## src/word_cmp_defs.svh

```systemverilog
// word_cmp_defs.svh: bus offsets, field positions and reset values
// assumes: included by the package and the comparator top
`ifndef WORD_CMP_DEFS_SVH
`define WORD_CMP_DEFS_SVH

`define CTRL_ADDR        4'h0
`define STAT_ADDR        4'h4
`define OPA_ADDR         4'h8
`define OPB_ADDR         4'hc
`define CTRL_CLEAR_BIT   0
`define CTRL_MSB_BIT     1
`define CTRL_SIGNED_BIT  2
`define CTRL_RESET       32'h0000_0000
`define WORD_RESET       8'h00
`define SLICE_WIDTH      8

`endif

```

## src/word_cmp_pkg.sv

```systemverilog
// word_cmp_pkg.sv: types shared by the comparator files
// assumes: word_cmp_defs.svh sits in the same folder
`include "word_cmp_defs.svh"

package word_cmp_pkg;

    typedef enum logic [3:0] {
        OP_HOLD  = 4'b0001,
        OP_SHIFT = 4'b0010,
        OP_LOAD  = 4'b0100,
        OP_READ  = 4'b1000
    } reg_op_t;

    typedef struct packed {
        logic mismatch;
        logic greater;
        logic differ;
    } serial_flags_t;

    typedef struct packed {
        logic less;
        logic greater;
        logic equal;
    } mag_result_t;

endpackage

```

## src/cmp_slice.sv

```systemverilog
// cmp_slice.sv: one register slice with magnitude comparator and cascade
// assumes: driven by the comparator top on the same clock
`timescale 1ns/1ps
`include "word_cmp_defs.svh"

module cmp_slice
    import word_cmp_pkg::*;
#(
    parameter int WIDTH = `SLICE_WIDTH
) (
    input  wire logic             clk_i,
    input  wire logic             nrst_i,
    input  wire logic             op_select_low_i,
    input  wire logic             op_select_high_i,
    input  wire logic             signed_mode_i,
    input  wire logic             status_out_enable_n_i,
    input  wire logic             cascade_in_i,
    input  wire logic             shift_in_i,
    input  wire logic [WIDTH-1:0] load_word_i,
    input  wire logic [WIDTH-1:0] port_word_i,
    output logic      [WIDTH-1:0] held_word_o,
    output logic                  cascade_out_o,
    output mag_result_t           result_o,
    output mag_result_t           result_oe_o
);

    logic [WIDTH-1:0] held;
    logic [WIDTH-1:0] next_held;
    reg_op_t          op;
    logic             gt;
    logic             eq;

    always_comb begin
        case ({op_select_high_i, op_select_low_i})
            2'b00:   op = OP_HOLD;
            2'b01:   op = OP_SHIFT;
            2'b10:   op = OP_READ;
            default: op = OP_LOAD;
        endcase
    end

    always_comb begin
        case (op)
            OP_LOAD:  next_held = load_word_i;
            OP_SHIFT: next_held = {held[WIDTH-2:0], shift_in_i};
            default:  next_held = held;
        endcase
    end

    always_ff @(posedge clk_i) begin
        if (!nrst_i) begin
            held <= '0;
        end else begin
            held <= next_held;
        end
    end

    // signed compare just flips the sign bit of both operands
    always_comb begin
        eq = (held == port_word_i);
        if (signed_mode_i) begin
            gt = {~held[WIDTH-1], held[WIDTH-2:0]} >
                 {~port_word_i[WIDTH-1], port_word_i[WIDTH-2:0]};
        end else begin
            gt = held > port_word_i;
        end
    end

    // wired outputs: drive only enables, never a floating driver
    always_comb begin
        held_word_o       = held;
        cascade_out_o     = cascade_in_i & eq;
        result_o.greater  = gt;
        result_o.less     = ~gt & ~eq;
        result_o.equal    = eq;
        // a slice speaks only while the chain above it reports equal
        result_oe_o.greater = cascade_in_i & ~eq;
        result_oe_o.less    = cascade_in_i & ~eq;
        // equality shows only on the enabled (least significant) slice
        result_oe_o.equal   = cascade_in_i & eq &
                              ~status_out_enable_n_i;
    end

endmodule // cmp_slice

```

## src/word_comparator.sv

```systemverilog
// word_comparator.sv: serial and parallel comparators behind wishbone
// assumes: classic wishbone master on clk_i; serial bits come as pins
//
// Implementation choices: the Wishbone register port and the placing of the registers.
`timescale 1ns/1ps
`include "word_cmp_defs.svh"

module word_comparator
    import word_cmp_pkg::*;
#(
    parameter int WIDTH  = `SLICE_WIDTH,
    parameter int SLICES = 3
) (
    input  wire logic               clk_i,
    input  wire logic               nrst_i,
    input  wire logic               wb_cyc_i,
    input  wire logic               wb_stb_i,
    input  wire logic               wb_we_i,
    input  wire logic [3:0]         wb_adr_i,
    input  wire logic [3:0]         wb_sel_i,
    input  wire logic [31:0]        wb_dat_i,
    output logic      [31:0]        wb_dat_o,
    output logic                    wb_ack_o,
    input  wire logic               serial_a_i,
    input  wire logic               serial_b_i,
    input  wire logic               serial_clk_i,
    input  wire logic               serial_clear_i,
    input  wire logic               op_select_low_i,
    input  wire logic               op_select_high_i,
    input  wire logic               status_out_enable_n_i,
    input  wire logic               cascade_in_i,
    input  wire logic [SLICES*WIDTH-1:0] port_word_i,
    input  wire logic [SLICES*WIDTH-1:0] port_word_out_unused_i,
    output logic      [SLICES*WIDTH-1:0] port_word_o,
    output logic      [SLICES*WIDTH-1:0] port_word_oe_o,
    output logic                    mismatch_o,
    output logic                    greater_flag_o,
    output logic                    differ_flag_o,
    output logic                    parallel_equal_o,
    output logic                    greater_out_o,
    output logic                    less_out_o,
    output logic                    equal_out_o,
    output logic                    greater_out_oe_o,
    output logic                    less_out_oe_o,
    output logic                    equal_out_oe_o
);

    localparam int NW = SLICES * WIDTH;

    // three-stage pin synchronisers; first stage feeds only the second
    logic [4:0] sync1;
    logic [4:0] sync2;
    logic [4:0] sync3;
    logic [4:0] pins;
    logic [4:0] pins_q;
    logic [4:0] next_pins_q;

    always_ff @(posedge clk_i) begin
        if (!nrst_i) begin
            sync1  <= '0;
            sync2  <= '0;
            sync3  <= '0;
            pins_q <= '0;
        end else begin
            sync1  <= {serial_clear_i, serial_clk_i, serial_b_i, serial_a_i,
                       cascade_in_i};
            sync2  <= sync1;
            sync3  <= sync2;
            pins_q <= next_pins_q;
        end
    end

    // a pin change is accepted once stages two and three agree
    always_comb begin
        next_pins_q = pins_q;
        for (int i = 0; i < 5; i++) begin
            if (sync2[i] == sync3[i]) begin
                next_pins_q[i] = sync2[i];
            end
        end
        pins = next_pins_q;
    end

    logic bit_a;
    logic bit_b;
    logic bit_strobe;
    logic pin_clear;
    logic cascade_top;
    logic [4:0] pins_prev;

    always_ff @(posedge clk_i) begin
        if (!nrst_i) begin
            pins_prev <= '0;
        end else begin
            pins_prev <= pins;
        end
    end

    assign cascade_top = pins[0];
    assign bit_a       = pins[1];
    assign bit_b       = pins[2];
    assign bit_strobe  = pins[3] & ~pins_prev[3];
    assign pin_clear   = pins[4];

    // software registers
    logic [31:0]   ctrl;
    logic [31:0]   next_ctrl;
    logic [NW-1:0] opa;
    logic [NW-1:0] next_opa;
    logic [NW-1:0] opb;
    logic [NW-1:0] next_opb;
    logic          ack;
    logic          next_ack;
    logic [31:0]   rdata;
    logic [31:0]   next_rdata;
    logic          sw_clear;
    logic          msb_first;
    logic          bus_req;

    function automatic logic [31:0] merge(input logic [31:0] old,
                                          input logic [31:0] wr,
                                          input logic [3:0]  sel);
        logic [31:0] res;
        res = old;
        for (int i = 0; i < 4; i++) begin
            if (sel[i]) begin
                res[i*8 +: 8] = wr[i*8 +: 8];
            end
        end
        return res;
    endfunction

    assign bus_req   = wb_cyc_i & wb_stb_i & ~ack;
    assign sw_clear  = bus_req & wb_we_i & (wb_adr_i == `CTRL_ADDR) &
                       wb_sel_i[0] & wb_dat_i[`CTRL_CLEAR_BIT];
    assign msb_first = ctrl[`CTRL_MSB_BIT];

    serial_flags_t flags;
    serial_flags_t next_flags;
    logic          par_eq;
    logic          next_par_eq;
    mag_result_t   res_q;
    mag_result_t   next_res_q;
    mag_result_t   res_oe_q;
    mag_result_t   next_res_oe_q;

    always_comb begin
        next_ctrl  = ctrl;
        next_opa   = opa;
        next_opb   = opb;
        next_ack   = bus_req;
        next_rdata = 32'h0000_0000;
        if (bus_req && wb_we_i) begin
            case (wb_adr_i)
                `CTRL_ADDR: next_ctrl = merge(ctrl, wb_dat_i, wb_sel_i)
                                        & 32'h0000_0006;
                `OPA_ADDR:  next_opa  = NW'(merge(32'(opa), wb_dat_i,
                                                  wb_sel_i));
                `OPB_ADDR:  next_opb  = NW'(merge(32'(opb), wb_dat_i,
                                                  wb_sel_i));
                default:    next_ctrl = ctrl;
            endcase
        end else if (bus_req) begin
            case (wb_adr_i)
                `CTRL_ADDR: next_rdata = ctrl;
                `STAT_ADDR: next_rdata = {25'h0000000, res_q.equal,
                                          res_q.less, res_q.greater, par_eq,
                                          flags.differ, flags.greater,
                                          flags.mismatch};
                `OPA_ADDR:  next_rdata = 32'(opa);
                `OPB_ADDR:  next_rdata = 32'(opb);
                default:    next_rdata = 32'h0000_0000;
            endcase
        end
    end

    // serial flags; clear is synchronous and wins over a bit strobe in the same cycle
    always_comb begin
        next_flags = flags;
        if (sw_clear || pin_clear) begin
            next_flags = '0;
        end else if (bit_strobe) begin
            if (bit_a != bit_b) begin
                next_flags.mismatch = 1'b1;
            end
            if (!msb_first) begin
                if (bit_a && !bit_b) begin
                    next_flags.greater = 1'b1;
                end else if (!bit_a && bit_b) begin
                    next_flags.greater = 1'b0;
                end
                if (bit_a != bit_b) begin
                    next_flags.differ = 1'b1;
                end
            end else begin
                // later bits cannot move a decided outcome
                if (bit_a && !bit_b && !flags.differ) begin
                    next_flags.greater = 1'b1;
                end
                if (bit_a != bit_b) begin
                    next_flags.differ = 1'b1;
                end
            end
        end
    end

    // parallel identity: xor per bit then nor across the word
    always_comb begin
        next_par_eq = ~(|(opa ^ opb));
    end

    // cascade chain, most significant slice first
    logic [SLICES:0]      chain;
    logic [NW-1:0]        held_all;
    mag_result_t          s_res   [SLICES];
    mag_result_t          s_oe    [SLICES];

    // serial bit enters slice 0; each upper slice takes the msb below it
    logic [NW:0]          shift_bus;

    assign shift_bus     = {held_all, bit_a};
    assign chain[SLICES] = cascade_top;

    genvar g;
    generate
        for (g = 0; g < SLICES; g++) begin : g_slice
            cmp_slice #(
                .WIDTH(WIDTH)
            ) u_slice (
                .clk_i                 (clk_i),
                .nrst_i                (nrst_i),
                .op_select_low_i       (op_select_low_i),
                .op_select_high_i      (op_select_high_i),
                .signed_mode_i         (g == SLICES-1 ?
                                        ctrl[`CTRL_SIGNED_BIT] : 1'b0),
                .status_out_enable_n_i (g == 0 ?
                                        status_out_enable_n_i : 1'b1),
                .cascade_in_i          (chain[g+1]),
                .shift_in_i            (shift_bus[g*WIDTH]),
                .load_word_i           (opa[g*WIDTH +: WIDTH]),
                .port_word_i           (port_word_i[g*WIDTH +: WIDTH]),
                .held_word_o           (held_all[g*WIDTH +: WIDTH]),
                .cascade_out_o         (chain[g]),
                .result_o              (s_res[g]),
                .result_oe_o           (s_oe[g])
            );
        end
    endgenerate

    // wired join of slice results, modelled as or of enabled drivers
    always_comb begin
        next_res_q    = '0;
        next_res_oe_q = '0;
        for (int i = 0; i < SLICES; i++) begin
            next_res_oe_q = next_res_oe_q | s_oe[i];
            next_res_q    = next_res_q | (s_res[i] & s_oe[i]);
        end
    end

    always_ff @(posedge clk_i) begin
        if (!nrst_i) begin
            ctrl     <= `CTRL_RESET;
            opa      <= '0;
            opb      <= '0;
            ack      <= 1'b0;
            rdata    <= 32'h0000_0000;
            flags    <= '0;
            par_eq   <= 1'b1;
            res_q    <= '0;
            res_oe_q <= '0;
        end else begin
            ctrl     <= next_ctrl;
            opa      <= next_opa;
            opb      <= next_opb;
            ack      <= next_ack;
            rdata    <= next_rdata;
            flags    <= next_flags;
            par_eq   <= next_par_eq;
            res_q    <= next_res_q;
            res_oe_q <= next_res_oe_q;
        end
    end

    // read mode presents the register on the port
    logic [NW-1:0] port_q;
    logic          read_q;

    always_ff @(posedge clk_i) begin
        if (!nrst_i) begin
            port_q <= '0;
            read_q <= 1'b0;
        end else begin
            port_q <= held_all;
            read_q <= op_select_high_i & ~op_select_low_i;
        end
    end

    assign wb_dat_o         = rdata;
    assign wb_ack_o         = ack;
    assign port_word_o      = port_q;
    assign port_word_oe_o   = {NW{read_q}};
    assign mismatch_o       = flags.mismatch;
    assign greater_flag_o   = flags.greater;
    assign differ_flag_o    = flags.differ;
    assign parallel_equal_o = par_eq;
    assign greater_out_o    = res_q.greater;
    assign less_out_o       = res_q.less;
    assign equal_out_o      = res_q.equal;
    assign greater_out_oe_o = res_oe_q.greater;
    assign less_out_oe_o    = res_oe_q.less;
    assign equal_out_oe_o   = res_oe_q.equal;

endmodule // word_comparator

```

## config.mk

```make
export PLATFORM = sky130hd
export DESIGN_NAME = word_comparator
export DESIGN_NICKNAME = d
export VERILOG_FILES = /design/src/word_cmp_pkg.sv /design/src/cmp_slice.sv /design/src/word_comparator.sv
export VERILOG_INCLUDE_DIRS = /design/src
export SDC_FILE = /design/constraint.sdc
export NUM_CORES = 1
export LEC_CHECK = 0
export BUFFER_PORTS_ARGS = -buffer_cell sky130_fd_sc_hd__buf_2
export CAP_MARGIN = 10
export CORE_UTILIZATION = 47
export CTS_CLUSTER_SIZE = 8
export DETAILED_ROUTE_END_ITERATION = 10
export GPL_TIMING_DRIVEN = 0
export PLACE_DENSITY = 0.86
export SLEW_MARGIN = 15
export SYNTH_ARGS = -nofsm -noshare
export SYNTH_HDL_FRONTEND = slang
export SYNTH_HIERARCHICAL = 1
export SYNTH_SLANG_ARGS = --single-unit
```

## constraint.sdc

```tcl
create_clock -name clk_i -period 1.9 [get_ports clk_i]
set_input_delay 0.095 -clock clk_i [delete_from_list [all_inputs] [get_ports clk_i]]
set_output_delay 0.095 -clock clk_i [all_outputs]
set_load 0.005 [all_outputs]
```

### After elaboration in Yosys (flattened, before gate mapping)

Cells that the tools add are included.

* order comparisons: 4
* eq/ne operators: 17
* multiplexer cells: 16
* bitwise logic cells: 41
* reductions and logical operators: 24

Operators by type and width (count)
* case mux 24 bit (4 select lines): 1
* case mux 8 bit (2 select lines): 3
* greater-than comparator 8 bit: 4
* equality test 8 bit: 3
* AND reduction 3 bit: 8
* OR reduction 24 bit: 1
* XOR 24 bit: 1
* bitwise AND 1 bit: 18
* NOT 1 bit: 15
* OR 3 bit: 4
* case mux 4 bit (3 select lines): 1
* 2-to-1 mux 1 bit: 10
* bitwise AND 3 bit: 3
* equality test 4 x 3 -> 1 bit (second input constant): 2
* equality test 4 bit (second input constant): 2
* equality test 1 bit: 5
* equality test 4 x 2 -> 1 bit (second input constant): 1
* logical AND 1 bit: 4
* logical NOT 4 bit: 1
* logical NOT 1 bit: 3
* nonzero test 3 bit: 1
* OR reduction 3 bit: 1
* equality test 2 x 1 -> 1 bit (second input constant): 1
* equality test 2 bit (second input constant): 1
* 8 further kinds: 8

* register bits: 162
* bits of input ports: 101
* output and inout port bits: 91
* word-level logic and storage cells: 130

### Longest topological paths before layout

Gate-level depths: netlist of run 1.

* word-level depth: 9
* depth in mapped cells: 10
* gate-level depth less buffers: 10

### Hierarchy

Netlist of run 1, hierarchy kept.

Modules (own cells, without submodules)
* word_comparator: instances 1, cells an instance 458, area each 4978.5 µm², seq. area each 2602.5 µm²
* cmp_slice: instances 3, cells an instance 75, area each 654.4 µm², seq. area each 160.2 µm²

### Worst setup path after synthesis of run 1

OpenSTA, ideal clock, no wires.

* path type: flip-flop to flip-flop
* from: register g_slice[2].u_slice.held[7]
* to: register res_q (netlist bit equal_out_o)
* library setup time: 125 ps
* arrival time: 1737 ps
* data required time: 1775 ps
* setup slack: 38 ps
* stages on the path, launching flop included: 10
* path buffers: 0
* period minus slack after synthesis: 1862 ps
* path through: dfxtp_1 ha_1 nand4_1 nor2_2 and2_4 and2_4 and2_4 and2b_1 a222oi_1 nor2b_1

RTL lines
* start, declared: RTL line cmp_slice.sv:27 `logic [WIDTH-1:0] held;`
* start signal, assigned: RTL line cmp_slice.sv:54 `held <= next_held;`
* end signal, assigned: RTL line word_comparator.sv:279 `res_q <= next_res_q;`
* end, declared: RTL line word_comparator.sv:142 `mag_result_t res_q;`

==> metrics.txt, run 1 <==
outcome=finished with violations; violated checks=negative setup slack; Crit Reg-Reg Startpoint=g_slice[2].u_slice/held_word_o[0]; post-route DRC violation count=0; vias after detailed routing=between 5000 and 6000; r2r setup slk=-0.08 ns; final worst path period need=about 2.0 ns; Max IR drop VDD=about 0.56 mV; first-pass GRT wire length=between 20000 and 30000 µm; Detailed Route WL=18400 µm; vias per inst=slightly above 5; Final Non-Filler Cells=1113; die area=approximately 15000 µm²; # IOs=between 150 and 200; IO buf count=150; area grow syn2layout=33.6%; Crit path required time=2.20 ns; Worst path depth=10; startpoint types=register; clock tree sinks=~150; clock root cell=clkbuf_16; cell family with the largest share of critical-path delay=simple AND/OR/NAND/NOR gates; Max Slew Vio Count=0; Leak=4.79 nW; Placer Congestion=roughly 0.81; endpoints failing setup=4; worst min path class=input pin to register; WHS Endpoint=opa[9]; Synth Cell Area=6940 µm²; Initial Util=0.479; fin nets=approximately 1000; Hold Crit Start=wb_sel_i[1]; warnings from Yosys=6; DR WL/cell=between 15 and 20 µm; Fin Setup TNS=-0.193 ns; detailed placer's ending HPWL=12300 µm; number of flops mapped to enable cells by yosys=0; Hold Path Depth=4; share of cells above drive strength 1=0.316; PnR worst setup slack=-0.0818 ns; crit path DAT=2.29 ns; register area share after synthesis=0.444; register area=3110 µm²; Max-Cap Viols=0; Yosys cell types=47; element type at the critical path end=register; PwrDens=831 nW/µm²; Total GRT Usage=0.244; Final Hold Fails=0; Slew Limit Headroom=0.442; grt total ovfl=0; Multi-input gate area=roughly 3500 µm²; First-pass DRT Iterations=5; Num CTS Buffers=17; crit-path most repeated cell=and2_4; ys flop type=dfxtp_1; largest net degree at the start of global routing=25; Routed Antenna Nets=0; worst r2r dst=greater_out_o; Critical Path Max Stage Delay=about 0.34 ns; clk_lat worst skew=between 0.4 and 0.5 ns; CTS max path bufs=2; period utilisation layout=1.04; H-tree depth=4; crit-path cells=inv_2, ha_4, nand4_1, nor2_4, and2_4, and2_4, and2b_1, buf_4, a222oi_1, nor2b_1; DIE WIDTH=approximately 120 µm; Worst-Margin Slew=0.835 ns; async set-reset flop share out of synthesis=0; Tot Pwr=around 0.0077 W; antenna violations before repair=1; R2R depth=10; crit path max fanout=3; Worst-path clk slew=around 0.06 ns; CTS tree=built; Setup WS pre-CTS=-0.179 ns; placed insts=approximately 1000; Core Area=roughly 14000 µm²; Syn Inst Count=between 600 and 700; Detailed Route Iter0 Violations=499; crit path kind=register to register; Slowest cell on crit path=a222oi_1; crit path buf inv count=2; Highest Clock Rate=between 500 and 600 MHz; Post-Syn Area per Cell=10.2 µm²; Rows=44; worst hold slack=between 0.15 and 0.2 ns; vias in the first global route=about 5500; Fin Clk Skew=between 0.004 and 0.005 ns; fill cell count=between 1000 and 1500; Die Ht=124 µm; RSZ-0062 raised after global routing=yes; Yosys reg bits=154
## cells in the final DEF (no fill, tap or decap), types with 11 or more instances in the layout
cell type / count
xor2_1: 16
inv_1: 27
a22oi_1: 21
conb_1: 14
mux2i_1: 71
clkbuf_1: 21
dlygate4sd3_1: 33
nand2_1: 27
clkbuf_16: 17
o211a_1: 24
nor2b_1: 56
dfxtp_2: 11
and2_1: 43
dfxtp_1: 140
ha_1: 19
buf_4: 56
buf_2: 160
nor2_1: 32
## cells by family (layout without fill, tap and decap cells)
group,count (synthesis),count (layout),share of synthesized area
other cells,2,15,0.00108
compound gates,90,90,0.105
flops,154,154,0.444
xor+xnor,24,24,0.0303
simple gates,208,208,0.180
fa+ha+maj,33,33,0.0580
mux,71,71,0.102
buf+inv,101,334,0.0791
## per-layer routing
layer / vias up / global-route usage / wire [µm]
li1: 2772 / - / -
met1: 2693 / 0.285 / 7580
met2: 234 / 0.394 / 8720
met3: 63 / 0.0743 / 1260
met4: 0 / 0.144 / 841
met5: - / 0 / 0
## worst max-delay path by stage
| stage | end | startpoint | slack, ns |
|---|---|---|---|
| floorplan | equal_out_o | g_slice[2].u_slice/held_word_o[7] | 0.04 |
| global placement | equal_out_o | g_slice[2].u_slice/held_word_o[7] | -0.18 |
| detailed placement | equal_out_o | g_slice[2].u_slice/held_word_o[7] | -0.18 |
| CTS | less_out_o | g_slice[2].u_slice/held_word_o[1] | -0.06 |
| global route | greater_out_o | g_slice[2].u_slice/held_word_o[6] | -0.17 |
| finish | greater_out_o | g_slice[2].u_slice/held_word_o[0] | -0.08 |
## cells in the mapped netlist, types with 8 or more instances
master    number  area share
dfxtp_1      154        0.44
mux2i_1       71        0.10
nor2b_1       56       0.050
and2_1        43       0.039
buf_4         42       0.045
nor2_1        32       0.017
ha_1          29       0.052
inv_1         29       0.016
nand2_1       27       0.015
o211a_1       24       0.035
a22oi_1       21       0.023
clkbuf_1      17      0.0092
xor2_1        16       0.020
a21oi_1       10      0.0072
buf_2         10      0.0072
nand4_1       10      0.0090
a222oi_1       8       0.012
xnor2_1        8       0.010
## flip-flops by register name, indices dropped and copies added (netlist names), 24 cells and up
name                         count
opa                             24
opb                             24
wb_dat_o                        24
port_word_o                     24
g_slice.u_slice/held_word_o     24
## timing repair
action | 4_1_cts | 5_1_grt
pin swaps | 9 | 8
resized for setup | 28 | 11
setup buffers | 17 | 2
endpoints found under the setup margin | 5 | 6
hold buffers | 33 | 0
hold endpoints to repair | 55 | 0
## worst min-delay path: stages
cell and delay (ns):
buf_2 0.12, nand3_4 0.14, mux2i_1 0.09, nor2b_1 0.09
## area by class of cell
class                   count  area share
plain buffers              71      0.0475
clock buffers              21      0.0475
flip-flops and latches    154       0.335
multi-input cells         440       0.379
repair buffers            202       0.133
inverters                  29      0.0117
diodes                      1    0.000270
well taps                 184      0.0248
clock inverters            11      0.0209
## power breakdown
group / switching [W] / internal, W
Clock: 0.00133 / 0.00233
Sequential: 0.0000525 / 0.00330
Combinational: 0.000330 / 0.000362
## per-stage QoR
step / cell area (µm²) / utilization
final: 9270 / 0.640
after global routing: 9270 / 0.640
after CTS: 9230 / 0.637
after detailed placement: 7970 / 0.551
after global placement: 7970 / 0.550
after floorplan: 6990 / -
Power figures use the tool's default switching activity.
==> inputs of run 2 (changes only) <==
Settings changed: CORE_ASPECT_RATIO set to 0.6, HOLD_SLACK_MARGIN set to 0.03.
==> run 2 against run 1 <==
  * The run still ends with negative setup slack left
  * Setup slack gained 0.034 ns
  * Final cell count grew 1.3%
  * Hold slack gained 0.018 ns
  * Utilization grew 2.4 points
  * First-iteration DRC count shrank 7.6%
  * Highest routed layer unchanged
  * Die area grew 0.10%
  * Largest cell class unchanged
  * Clock-buffer cell count is the same
  * Non-clock buffer count grew 7
==> metrics.txt, run 2 (same netlist as run 1, synthesis figures left out) <==
endpoints failing setup=2; worst r2r dst=greater_out_o; Core Area=about 14000 µm²; Rows=33; Crit Reg-Reg Startpoint=g_slice[2].u_slice/held_word_o[7]; Placer Congestion=about 0.91; commonest cells after routing, fill and taps aside=buf_2, dfxtp_1, mux2i_1; violated checks=negative setup slack; die area=15300 µm²; worst min path class=input pin to register; Fin Clk Skew=approximately 0.0074 ns; First-pass DRT Iterations=5; crit path buf inv count=1; first-pass GRT wire length=about 29000 µm; Die Ht=around 96 µm; # IOs=192; clock share of power=0.453; Highest Clock Rate=513 MHz; WHS Endpoint=opa[19]; Worst-Margin Slew=0.919 ns; clock tree sinks=154; cell family with the largest share of critical-path delay=compound AO/OA/AOI/OAI gates; share of cells above drive strength 1=0.330; Hold Path Depth=4; fin nets=between 1000 and 1500; Slew Limit Headroom=0.385; commonest non-fill, non-tap cell in the layout=buf_2; Total GRT Usage=0.248; Fin Setup TNS=-0.0752 ns; Hold Crit Start=wb_sel_i[2]; grt total ovfl=0; PnR worst setup slack=-0.0480 ns; r2r setup slk=-0.05 ns; Seq pwr share=0.449; Detailed Route Iter0 Violations=461; Switching Fraction=0.243; detailed placer's ending HPWL=13000 µm; placed insts=1037; Crit path required time=around 2.2 ns; Comb power frac=0.098; IO buf count=150; worst hold slack=roughly 0.17 ns; element type at the critical path end=register; crit path max fanout=3; H-tree depth=4; Final Hold Fails=0; Initial Util=0.494; period utilisation layout=1.03; largest net degree at the start of global routing=25; Multi-input gate area=between 3000 and 4000 µm²; clk_lat worst skew=between 0.4 and 0.5 ns; number of inserted diodes=0; vias in the first global route=roughly 5300; final worst path period need=slightly below 2 ns; Max Slew Vio Count=0; sw power=0.00181 W; area grow syn2layout=34.4%; Leak=4.80 nW; R2R depth=7; RSZ-0062 raised after global routing=yes; register area=approximately 3100 µm²; Critical Path Max Stage Delay=~0.36 ns; fill cell count=~1100; Routed Antenna Nets=0; crit-path cells=ha_4, buf_4, a221o_1, a31oi_1, a21oi_2, a222oi_1, nor2b_1; CTS tree=built; Slowest cell on crit path=dfxtp_4; PwrDens=798 nW/µm²; Num CTS Buffers=17; Final Non-Filler Cells=between 1000 and 1500; outcome=finished with violations; startpoint types=register; Max IR drop VDD=approximately 0.5 mV; Pint=roughly 0.0056 W; clock root cell=clkbuf_16; antenna violations before repair=1; Max-Cap Viols=0; DR WL/cell=16.8 µm; crit path kind=register to register; crit path DAT=2.25 ns; Detailed Route WL=between 15000 and 20000 µm; vias after detailed routing=~5700; CTS max path bufs=2; DIE WIDTH=159 µm; vias per inst=5.07; Worst-path clk slew=~0.06 ns; post-route DRC violation count=0
## run 2: cell types whose count changed in the layout (fill, tap and decap cells not counted), moves of 3 or more
cell | previous run | this run
buf_4 | 56 | 66
buf_6 | 4 | 1
bufinv_16 | 5 | 1
clkbuf_1 | 21 | 17
clkbuf_8 | 0 | 4
clkinv_4 | 2 | 5
dfxtp_1 | 140 | 137
ha_1 | 19 | 16
ha_4 | 10 | 13
## run 2: cell type report
cell class	count	share of cell area
buffer	71	0.0468
clock buffer	21	0.0515
clock inverter	11	0.0119
inverter	29	0.0117
multi-input combinational	440	0.382
sequential	154	0.334
tap	192	0.0257
timing repair buffer	209	0.137
## run 2: what timing repair did
action / 4_1_cts / 5_1_grt
endpoints found under the setup margin: 5 / 5
buffers inserted: 19 / 7
hold buffers: 33 / 0
pin swaps: 10 / 12
endpoints found under the hold margin: 55 / 0
gates resized for setup: 35 / 8
## run 2: power groups by stage
stage	sequential, W	clock (W)	combinational, W
2_1_floorplan	0.00340	0	0.000337
3_3_place_gp	0.00341	0	0.000547
3_5_place_dp	0.00342	0	0.000559
4_1_cts	0.00335	0.00337	0.000684
5_1_grt	0.00335	0.00353	0.000793
6_report	0.00335	0.00337	0.000730
## run 2: per-stage QoR
step           total power, W   util  area, µm²  setup WS, ns
2_1_floorplan         0.00374      -       6990        0.0380
3_3_place_gp          0.00396  0.568       7980        -0.214
3_5_place_dp          0.00398  0.569       7980        -0.200
4_1_cts               0.00740  0.657       9230     -0.000991
5_1_grt               0.00767  0.665       9330        -0.112
6_report              0.00745  0.665       9330       -0.0480
## run 2: how the worst max path moves through the flow
stage / startpoint / end / slack, ns / cells past startpoint
2_1_floorplan: g_slice[2].u_slice/held_word_o[7] / equal_out_o / 0.04 / 9
3_3_place_gp: g_slice[0].u_slice/held_word_o[7] / greater_out_o / -0.21 / 7
3_5_place_dp: g_slice[0].u_slice/held_word_o[7] / greater_out_o / -0.20 / 7
4_1_cts: g_slice[2].u_slice/held_word_o[0] / less_out_o / -0.001 / 10
5_1_grt: g_slice[0].u_slice/held_word_o[7] / greater_out_o / -0.11 / 7
6_report: g_slice[2].u_slice/held_word_o[7] / greater_out_o / -0.05 / 7
## run 2: tightest hold or removal path: stages
cell and delay, ns:
buf_2 0.12, nand3_4 0.14, mux2i_1 0.10, nor2b_1 0.09
## run 2: layer usage
| metal | global-route usage | up-vias | wire length [µm] |
|---|---|---|---|
| met5 | 0 | - | 0 |
| met4 | 0.0721 | 0 | 238 |
| met3 | 0.0526 | 22 | 1420 |
| met2 | 0.404 | 227 | 8310 |
| met1 | 0.333 | 2690 | 8910 |
| li1 | - | 2770 | - |
